## src/verilog/pdc_defines.svh

```systemverilog
`ifndef PDC_DEFINES_SVH
`define PDC_DEFINES_SVH
// register byte offsets on the bus
`define PDC_OFS_CPTR 8'h00
`define PDC_OFS_CTRL 8'h04
`define PDC_OFS_APTR 8'h08
`define PDC_OFS_MODE 8'h0c
// field positions
`define PDC_CPTR_RM 0
`define PDC_APTR_PS 0
`define PDC_CTRL_IP 5
`define PDC_CTRL_DM 4
`define PDC_CTRL_IM 3
`define PDC_MODE_SWAP 0
`define PDC_MODE_TSEL 1
`define PDC_MODE_BUSY 2
// reset values
`define PDC_RST_PTR 8'h00
`define PDC_RST_CTRL 6'h00
// timing in core clock cycles
`define PDC_SAMPLE_CYCLES 5
`define PDC_RF_CYCLES 8
`define PDC_MEM_CYCLES 16
// distance between table 0 and table 1 descriptors
`define PDC_SWAP_STEP 8'h02
`endif

```

## src/verilog/pdc_pkg.sv

```systemverilog
package pdc_pkg;
  typedef enum logic [1:0]
  {
    PDC_IDLE = 2'b00,
    PDC_PEND = 2'b01,
    PDC_XFER = 2'b10
  } pdc_state_t;
endpackage

```

## src/verilog/pdc_channel.sv

```systemverilog
// How it works
// RQ1: each transfer moves one datum, bumps address, drops counter
// RQ2: register file mode: address at even register, counter at next odd
// RQ3: counter pointer bit 0 set picks register file, clear picks memory
// RQ4: memory mode uses 16-bit pairs for counter and address
// RQ5: address pointer bit 0 picks the segment register in memory mode
// RQ6: software keeps descriptors in 00h..DFh and preloads them
// RQ7: counter reaching zero raises end-of-block request
// RQ8: pending and mask make a request, run at instruction end if allowed
// RQ9: outside swap, zero count clears the mask; end-of-block if unmasked
// RQ10: no transfer acknowledged while top level service runs; code checks it only at sampling, not at acknowledge
// RQ11: requests are sampled once every 5 core clock cycles
// RQ12: a register file transfer takes 8 cycles
// RQ13: a memory transfer takes 16 cycles plus wait states
// RQ14: swap mode flips tables at block end, keeps mask, raises end-of-block
// RQ15: while swap stays enabled, tables keep alternating
// RQ16: software writes the counter pointer into bits 7:1
// RQ17: pending bit set by event, cleared by acknowledge, software may write
// RQ18: mask bits gate transfer requests and end-of-block interrupt
// RQ19: three-bit source priority, 0 highest, 7 lowest
// RQ20: software writes the address pointer into bits 7:1
// RQ21: direction comes from the peripheral, not from the channel
// RQ22: transfer beats an interrupt of the same priority
// RQ23: a transfer leaves the priority level alone and runs to its end
// RQ24: at most 222 bytes with register file, 65536 with memory
//
// The AHB-Lite register port and the placing of the registers were decided locally.
`timescale 1ns/1ps
`include "pdc_defines.svh"
module pdc_channel
  import pdc_pkg::*;
#(
  parameter int SAMPLE_CYCLES = `PDC_SAMPLE_CYCLES,
  parameter int RF_CYCLES     = `PDC_RF_CYCLES,
  parameter int MEM_CYCLES    = `PDC_MEM_CYCLES
)
(
  input  wire logic        hclk,
  input  wire logic        hresetn,
  input  wire logic        hsel,
  input  wire logic [31:0] haddr,
  input  wire logic [1:0]  htrans,
  input  wire logic        hwrite,
  input  wire logic [2:0]  hsize,
  input  wire logic [31:0] hwdata,
  input  wire logic        hready,
  output logic             hreadyout,
  output logic             hresp,
  output logic      [31:0] hrdata,
  input  wire logic        periph_trigger,
  input  wire logic        periph_to_store,
  input  wire logic [7:0]  periph_rdata,
  output logic             periph_rd,
  output logic             periph_wr,
  output logic      [7:0]  periph_wdata,
  input  wire logic [2:0]  current_priority_level,
  input  wire logic        top_isr_active,
  input  wire logic        other_irq_req,
  input  wire logic [2:0]  other_irq_prio,
  input  wire logic        instr_end,
  output logic             dma_request,
  output logic             dma_busy,
  output logic             block_end_irq,
  output logic             channel_irq_req,
  output logic      [7:0]  rf_addr,
  output logic             rf_rd,
  output logic             rf_wr,
  output logic      [7:0]  rf_wdata,
  input  wire logic [7:0]  rf_rdata,
  output logic             mem_req,
  output logic             mem_wr,
  output logic      [15:0] mem_addr,
  output logic      [7:0]  mem_wdata,
  input  wire logic [7:0]  mem_rdata,
  input  wire logic        mem_wait,
  output logic             mem_seg_sel
);
  localparam logic [2:0] DIV_LAST = 3'(SAMPLE_CYCLES - 1);
  localparam logic [3:0] RF_LAST  = 4'(RF_CYCLES - 1);
  localparam logic [3:0] MEM_LAST = 4'(MEM_CYCLES - 1);
  logic        wr_pend_reg, wr_pend_next;
  logic [7:0]  wr_addr_reg, wr_addr_next;
  logic [31:0] hrdata_reg, hrdata_next;
  logic        take;
  logic [7:0]  cptr_reg, cptr_next;
  logic [7:0]  aptr_reg, aptr_next;
  logic [5:0]  ctrl_reg, ctrl_next;
  logic        swap_reg, swap_next;
  logic        tsel_reg, tsel_next;
  pdc_state_t  state_reg, state_next;
  logic [3:0]  step_reg, step_next;
  logic [2:0]  div_reg, div_next;
  logic [15:0] addr_reg, addr_next;
  logic [15:0] cnt_reg, cnt_next;
  logic [7:0]  data_reg, data_next;
  logic        eob_reg, eob_next;
  logic        rm, ip, dm, im;
  logic [2:0]  prl;
  logic        prio_ok, sample_en, stall, ack;
  logic [3:0]  last;
  logic [7:0]  cp, cp_odd, ap, ap_odd;
  logic [15:0] cnt_dec, addr_inc;
  // zero-wait slave: every transfer completes OKAY in one data phase
  assign hreadyout = 1'b1;
  assign hresp     = 1'b0;
  assign hrdata    = hrdata_reg;
  assign take      = hsel & htrans[1] & hready;

  always_comb
  begin
    wr_pend_next = take & hwrite;
    wr_addr_next = take ? haddr[7:0] : wr_addr_reg;
    hrdata_next  = hrdata_reg;
    if (take & ~hwrite)
    begin
      unique case (haddr[7:0])
        `PDC_OFS_CPTR: hrdata_next = {24'h000000, cptr_reg};
        `PDC_OFS_APTR: hrdata_next = {24'h000000, aptr_reg};
        `PDC_OFS_CTRL: hrdata_next = {26'h0000000, ctrl_reg};
        `PDC_OFS_MODE: hrdata_next = {29'h00000000, dma_busy,
                                      tsel_reg, swap_reg};
        default:       hrdata_next = 32'h00000000;
      endcase
    end
  end

  always_ff @(posedge hclk or negedge hresetn)
  begin
    if (!hresetn)
    begin
      wr_pend_reg <= 1'b0;
      wr_addr_reg <= 8'h00;
      hrdata_reg  <= 32'h00000000;
    end
    else
    begin
      wr_pend_reg <= wr_pend_next;
      wr_addr_reg <= wr_addr_next;
      hrdata_reg  <= hrdata_next;
    end
  end
  assign rm  = cptr_reg[`PDC_CPTR_RM]; // RQ3
  assign ip  = ctrl_reg[`PDC_CTRL_IP];
  assign dm  = ctrl_reg[`PDC_CTRL_DM];
  assign im  = ctrl_reg[`PDC_CTRL_IM];
  assign prl = ctrl_reg[2:0];
  // table 1 descriptors sit one pair above table 0
  assign cp     = {cptr_reg[7:1], 1'b0}
                  + (tsel_reg ? `PDC_SWAP_STEP : 8'h00); // RQ2 RQ16
  assign cp_odd = {cp[7:1], 1'b1};
  assign ap     = {aptr_reg[7:1], 1'b0}
                  + (tsel_reg ? `PDC_SWAP_STEP : 8'h00); // RQ4 RQ20
  assign ap_odd = {ap[7:1], 1'b1};
  assign cnt_dec  = cnt_reg - 16'h0001;
  assign addr_inc = addr_reg + 16'h0001;
  assign dma_request     = ip & dm; // RQ8 RQ18
  assign channel_irq_req = ip & im & ~dm; // RQ18
  assign dma_busy        = (state_reg == PDC_XFER); // RQ23
  assign block_end_irq   = eob_reg;
  assign periph_wdata    = data_reg;
  assign mem_addr        = addr_reg;
  assign mem_wdata       = data_reg;
  assign mem_seg_sel     = aptr_reg[`PDC_APTR_PS]; // RQ5
  assign sample_en       = (div_reg == DIV_LAST); // RQ11
  assign last            = rm ? RF_LAST : MEM_LAST; // RQ12 RQ13
  // lower value is higher priority; ties with an interrupt go to us
  assign prio_ok = (prl <= current_priority_level) // RQ8 RQ19
                   & ~top_isr_active // RQ10
                   & ~(other_irq_req & (other_irq_prio < prl)); // RQ22
  // the memory access step holds while the memory inserts waits
  assign stall = dma_busy & ~rm & (step_reg == 4'h5) & mem_wait; // RQ13
  always_comb
  begin
    cptr_next  = cptr_reg;
    aptr_next  = aptr_reg;
    ctrl_next  = ctrl_reg;
    swap_next  = swap_reg;
    tsel_next  = tsel_reg;
    state_next = state_reg;
    step_next  = step_reg;
    div_next   = sample_en ? 3'h0 : div_reg + 3'h1;
    addr_next  = addr_reg;
    cnt_next   = cnt_reg;
    data_next  = data_reg;
    eob_next   = 1'b0;
    ack        = 1'b0;
    rf_addr    = 8'h00;
    rf_rd      = 1'b0;
    rf_wr      = 1'b0;
    rf_wdata   = 8'h00;
    mem_req    = 1'b0;
    mem_wr     = 1'b0;
    periph_rd  = 1'b0;
    periph_wr  = 1'b0;

    if (wr_pend_reg)
    begin
      unique case (wr_addr_reg)
        `PDC_OFS_CPTR: cptr_next = hwdata[7:0];
        `PDC_OFS_APTR: aptr_next = hwdata[7:0];
        `PDC_OFS_CTRL: ctrl_next = hwdata[5:0]; // RQ17
        `PDC_OFS_MODE: swap_next = hwdata[`PDC_MODE_SWAP];
        default:       ;
      endcase
    end
    unique case (state_reg)
      PDC_IDLE:
      begin
        if (sample_en && dma_request && prio_ok) // RQ11
          state_next = PDC_PEND;
      end
      PDC_PEND:
      begin
        if (!dma_request)
          state_next = PDC_IDLE;
        else if (instr_end) // RQ8
        begin
          state_next = PDC_XFER;
          step_next  = 4'h0;
          ack        = 1'b1;
        end
      end
      PDC_XFER:
      begin
        // no abort path: once started the sequence always completes
        if (!stall)
          step_next = step_reg + 4'h1; // RQ23
        if (rm)
        begin
          unique case (step_reg)
            4'h0:
            begin
              rf_rd   = 1'b1;
              rf_addr = cp; // RQ2
            end
            4'h1:
            begin
              rf_rd     = 1'b1;
              rf_addr   = cp_odd; // RQ2
              addr_next = {8'h00, rf_rdata};
            end
            4'h2: cnt_next = {8'h00, rf_rdata}; // RQ24
            4'h3:
            begin
              rf_addr = addr_reg[7:0];
              if (periph_to_store) // RQ21
              begin
                rf_wr     = 1'b1;
                rf_wdata  = periph_rdata; // RQ1
                periph_rd = 1'b1;
              end
              else
                rf_rd = 1'b1;
            end
            4'h4:
              if (!periph_to_store)
                data_next = rf_rdata;
            4'h5:
            begin
              periph_wr = ~periph_to_store;
              rf_wr     = 1'b1;
              rf_addr   = cp;
              rf_wdata  = addr_inc[7:0]; // RQ1
            end
            4'h6:
            begin
              rf_wr    = 1'b1;
              rf_addr  = cp_odd;
              rf_wdata = cnt_dec[7:0]; // RQ1
            end
            default: ;
          endcase
        end
        else
        begin
          unique case (step_reg)
            4'h0:
            begin
              rf_rd   = 1'b1;
              rf_addr = cp; // RQ4
            end
            4'h1:
            begin
              rf_rd          = 1'b1;
              rf_addr        = cp_odd;
              cnt_next[15:8] = rf_rdata;
            end
            4'h2:
            begin
              rf_rd         = 1'b1;
              rf_addr       = ap; // RQ4
              cnt_next[7:0] = rf_rdata;
            end
            4'h3:
            begin
              rf_rd           = 1'b1;
              rf_addr         = ap_odd;
              addr_next[15:8] = rf_rdata;
            end
            4'h4:
            begin
              addr_next[7:0] = rf_rdata;
              if (periph_to_store) // RQ21
              begin
                data_next = periph_rdata;
                periph_rd = 1'b1;
              end
            end
            4'h5:
            begin
              mem_req = 1'b1; // RQ1
              mem_wr  = periph_to_store;
            end
            4'h6:
              if (!periph_to_store)
                data_next = mem_rdata;
            4'h7:
            begin
              periph_wr = ~periph_to_store;
              rf_wr     = 1'b1;
              rf_addr   = cp;
              rf_wdata  = cnt_dec[15:8]; // RQ1
            end
            4'h8:
            begin
              rf_wr    = 1'b1;
              rf_addr  = cp_odd;
              rf_wdata = cnt_dec[7:0];
            end
            4'h9:
            begin
              rf_wr    = 1'b1;
              rf_addr  = ap;
              rf_wdata = addr_inc[15:8]; // RQ1
            end
            4'ha:
            begin
              rf_wr    = 1'b1;
              rf_addr  = ap_odd;
              rf_wdata = addr_inc[7:0];
            end
            default: ;
          endcase
        end
        if (step_reg == last)
        begin
          state_next = PDC_IDLE;
          if (cnt_dec == 16'h0000) // RQ7
          begin
            eob_next = im; // RQ9 RQ14
            if (swap_reg)
              tsel_next = ~tsel_reg; // RQ14 RQ15
            else
              ctrl_next[`PDC_CTRL_DM] = 1'b0; // RQ9
          end
        end
      end
      default: state_next = PDC_IDLE;
    endcase
    // acknowledge clears pending, but a fresh event in that cycle wins
    if (ack)
      ctrl_next[`PDC_CTRL_IP] = 1'b0; // RQ17
    if (periph_trigger)
      ctrl_next[`PDC_CTRL_IP] = 1'b1; // RQ17
  end

  always_ff @(posedge hclk or negedge hresetn)
  begin
    if (!hresetn)
    begin
      cptr_reg  <= `PDC_RST_PTR;
      aptr_reg  <= `PDC_RST_PTR;
      ctrl_reg  <= `PDC_RST_CTRL;
      swap_reg  <= 1'b0;
      tsel_reg  <= 1'b0;
      state_reg <= PDC_IDLE;
      step_reg  <= 4'h0;
      div_reg   <= 3'h0;
      addr_reg  <= 16'h0000;
      cnt_reg   <= 16'h0000;
      data_reg  <= 8'h00;
      eob_reg   <= 1'b0;
    end
    else
    begin
      cptr_reg  <= cptr_next;
      aptr_reg  <= aptr_next;
      ctrl_reg  <= ctrl_next;
      swap_reg  <= swap_next;
      tsel_reg  <= tsel_next;
      state_reg <= state_next;
      step_reg  <= step_next;
      div_reg   <= div_next;
      addr_reg  <= addr_next;
      cnt_reg   <= cnt_next;
      data_reg  <= data_next;
      eob_reg   <= eob_next;
    end
  end

endmodule

```

## config.mk

```make
export PLATFORM = sky130hd
export DESIGN_NAME = pdc_channel
export DESIGN_NICKNAME = d
export VERILOG_FILES = /design/src/verilog/pdc_pkg.sv /design/src/verilog/pdc_channel.sv
export VERILOG_INCLUDE_DIRS = /design/src /design/src/verilog
export SDC_FILE = /design/constraint.sdc
export NUM_CORES = 1
export LEC_CHECK = 0
export BUFFER_PORTS_ARGS = -buffer_cell sky130_fd_sc_hd__buf_2
export CAP_MARGIN = 20
export CORE_UTILIZATION = 53
export CTS_BUF_LIST = sky130_fd_sc_hd__clkbuf_4
export DETAILED_ROUTE_END_ITERATION = 6
export PLACE_DENSITY_LB_ADDON = 0.1
export SLEW_MARGIN = 30
export SYNTH_ARGS = -nofsm -noshare
export SYNTH_HDL_FRONTEND = slang
export SYNTH_SLANG_ARGS = --single-unit
```

## constraint.sdc

```tcl
create_clock -name hclk -period 2.8 [get_ports hclk]
set_input_delay 0.42 -clock hclk [delete_from_list [all_inputs] [get_ports hclk]]
set_output_delay 0.42 -clock hclk [all_outputs]
set_load 0.02 [all_outputs]
```

==> flow_results.org <==
** STA
- Dividing the final minimum period by the clock period gives 106.0%.
- Hold is met by about 0.11 ns.
- Static timing analysis puts the maximum clock frequency at 0.3369 GHz.
- RSZ-0062 raised after global routing :: yes
- Time the final worst path needs with I/O delays and setup :: around 3 ns
- In the final timing run, aggregate negative setup slack is -0.5722 ns.
- At the pin with the least slew margin, the transition time is 0.8871 ns.
- Measured against its own limit, the worst slew margin works out to about two fifths.
- The final hold violation count was 0.
- Setup-violating endpoint count in the final report :: 4
- Final number of max-transition violations :: 0
- On the final layout, the worst clock skew is roughly 0.020 ns.
- Worst setup margin :: -0.1682 ns

** Routing
- DRC :: 0
- Vias per inst :: 5.963
- In the final routed layout, each cell accounts on average for between 15 and 20 um.
- Routed Wire Length :: about 19 mm
- In this run the remaining antenna-violating nets after routing total 0.
- DRT Pass-1 Iters :: 6
- Detailed-route via count :: ~5,700
- Iteration-0 DRC count of the detailed router :: roughly 380

** Place
- DPL Wire Length :: ~13 mm
- The count of buffers added on input and output ports is 124.
- Post-place instance area :: approximately 0.007 sq mm
- Routability congestion estimate :: roughly 0.95
- After detailed placement, the design holds a cell count of about 900.

** Final layout
- Top library cells by usage in the layout, fill and taps aside :: sky130_fd_sc_hd__buf_2 (113), sky130_fd_sc_hd__dfrtp_1 (82), sky130_fd_sc_hd__mux2_2 (70), sky130_fd_sc_hd__buf_4 (60), sky130_fd_sc_hd__nand2_1 (53)
- The library cell used most frequently in the layout, excluding fill and tap cells, is sky130_fd_sc_hd__buf_2.
- The number of antenna diodes in the final layout is 0.
- Non-Filler Instances :: approximately 950
- With fillers left out, the area of the finished cells amounts to 0.007807 sq mm.
- Post-layout net count :: roughly 930
- Of the cells placed in the final design, the portion with a size suffix greater than 1 is between 40% and 50%.
- Synthesis-to-finish area growth :: 26.39%
- Measured on the finished design, the core utilization comes to about 69%.

** Synth
- Sequential area share after synthesis :: between 30% and 40%
- Average footprint of a synthesized cell :: approximately 9.6 sq um
- Synth Register Bits :: around 90
- Synth unique cells :: 67
- In this run, synthesis inferred 0 flip-flops with an integrated enable.
- Most used DFF post-synth :: sky130_fd_sc_hd__dfrtp_1
- Syn Inst Count :: 645
- Post-synthesis instance area :: around 0.0062 sq mm
- Of all flip-flops after synthesis, the portion carrying an async set or reset was 100.0%.
- Warnings from Yosys :: 0

** GRT
- Entering global routing, the biggest net connects 52 pins.
- Global routing used a little under a third of the available tracks.
- The via count of the first global-routing pass was approximately 5,300.
- Initial antenna violation count :: 0
- Global routing finished with a remaining overflow of 0.
- The first global-routing pass estimated 27.55 mm of wire.

** Die
- The region available for standard cell placement spans roughly 0.011 sq mm.
- In this run the count of I/O pins placed on the die edge is between 200 and 250.
- Die width :: around 110 um
- The floorplan step defined a die boundary enclosing between 0.01 and 0.015 sq mm.
- The initial utilization of the core area, before any placement, comes to 54.33%.
- The die is about 110 um tall.
- Row generation in the floorplan step produced 39 rows.

** CTS
- The H-tree was split into 3 levels.
- In this run, CTS created clock tree buffers numbering 9.
- Clock-pin slew on the worst setup and hold paths :: around 0.16 ns
- Clock latency on the worst-skew pair, taken at its later pin, is around 0.49 ns.
- CTS Root Buffer Type :: sky130_fd_sc_hd__clkbuf_4
- Clock Sinks :: between 90 and 100
- Clock tree from TritonCTS :: built
- The clock passes through at most 2 buffers.

** Power and ir drop
- In this run the static leakage power is roughly 3.8 nW.
- Worst vdd ir :: roughly 0.00074 V
- In this run the power density over the cells is 756.9 mW/mm^2.

** Critical path
- Of all nets on the critical path, the largest fanout is 4.
- For flop-to-flop paths, the worst setup slack is ~0.36 ns.
- The worst setup path is captured at an output pin.
- R2R cell count :: 8
- Endpoint of the most critical setup path :: rf_wdata[4]
- Crit path launch type :: register
- Source of the worst register-to-register timing path :: cnt_reg[1]$_DFFE_PN0P_
- Required @ worst endpoint :: about 2.4 ns
- STA puts the critical path data arrival time at 2.55 ns.
- Kind of critical path :: reg -> out
- The endpoint identified for the worst register-to-register timing path is tsel_reg$_DFFE_PN0P_.
- Tracing the worst setup path back leads to its startpoint at cnt_reg[4]$_DFFE_PN0P_.

** Hold path
- In this run the worst hold path is classified as in -> reg.

** Outcome
- The flow ran to the end, but the final reports show violations.
- The final reports fail on negative setup slack.

** Flow run
- Number of violations of the max-capacitance limit :: 0
worst min path at each step:
stage,startpoint,cells after the start,slack (ns),end
after floorplan,hresetn,0,0.12,aptr_reg[0]$_DFFE_PN0P_
after detailed placement,hrdata[1]$_DFFE_PN0P_,2,0.47,hrdata[1]$_DFFE_PN0P_
after global placement,div_reg[0]$_DFF_PN0_,1,0.44,div_reg[0]$_DFF_PN0_
after CTS,instr_end,2,0.08,state_reg[0]$_DFFE_PN0P_
final,instr_end,2,0.11,state_reg[0]$_DFFE_PN0P_
after global routing,instr_end,2,0.09,state_reg[0]$_DFFE_PN0P_
kinds of logic (layout without fill, tap and decap cells):
group / count (synthesis) / after routing / synth area share [%]
flops: 91 / 91 / 36.86
fa+ha+maj: 18 / 18 / 3.646
mux: 89 / 89 / 16.45
xor+xnor: 43 / 43 / 6.218
other cells: 2 / 26 / 0.1216
simple gates: 210 / 210 / 17.66
compound gates: 108 / 108 / 11.83
buf+inv: 84 / 220 / 7.211
metrics by stage:
stage,worst slack [ns],total power [mW]
floorplan,0.2197,3.471
global placement,0.2342,4.279
detailed placement,0.1176,4.327
CTS,-0.2008,5.435
global route,-0.2693,6.222
finish,-0.1682,5.909
cell usage after synthesis (all sizes together) (12+ instances only):
cell type / instances / share of area, %
clkbuf: 24 / 1.5
nand3: 22 / 1.8
ha: 18 / 3.6
nor2: 40 / 2.4
o21ai: 24 / 2.0
inv: 19 / 1.2
nor3: 14 / 1.4
xor2: 29 / 4.1
nor2b: 12 / 1.2
buf: 40 / 4.5
dfrtp: 91 / 37
nand2: 59 / 3.6
xnor2: 14 / 2.1
and3: 16 / 1.6
a21oi: 21 / 1.7
mux2: 70 / 13
mux2i: 16 / 2.6
layout make-up:
cell class,count,area (sq um)
multi-input cells,494,3964
fillers,907,3562
flip-flops and latches,91,2291
repair buffers,184,1156
well taps,143,178.9
inverters,20,76.32
clock inverters,7,73.82
clock buffers,9,67.56
critical path: stages, from the launching register on:
cell	delay [ns]
sky130_fd_sc_hd__dfrtp_2	0.47
sky130_fd_sc_hd__nor4_4	0.36
sky130_fd_sc_hd__nand3_1	0.15
sky130_fd_sc_hd__or4_4	0.43
sky130_fd_sc_hd__xor2_1	0.17
sky130_fd_sc_hd__o221a_2	0.26
sky130_fd_sc_hd__nor2_2	0.09
sky130_fd_sc_hd__buf_6	0.13
what timing repair did:
action	4_1_cts	5_1_grt
buffers inserted	13	16
endpoints found under the setup margin	17	16
hold buffers	1	0
pin swaps	14	22
endpoints found under the hold margin	48	0
resized for setup	56	61
metal layers:
layer	global-route usage, %	part of all wire [%]	up-vias
met1	43.64	43	2771
met4	14.29	3.4	0
li1	-	-	2573
met2	46.56	45	260
met5	0	0	-
met3	5.276	7.9	49
report_power, final:
group          switching, mW  internal (mW)
Sequential             0.306           1.57
Clock                  0.518          0.281
Combinational           1.84           1.40
Total                   2.67           3.24
Note: power is estimated with default switching activity, not from simulation.
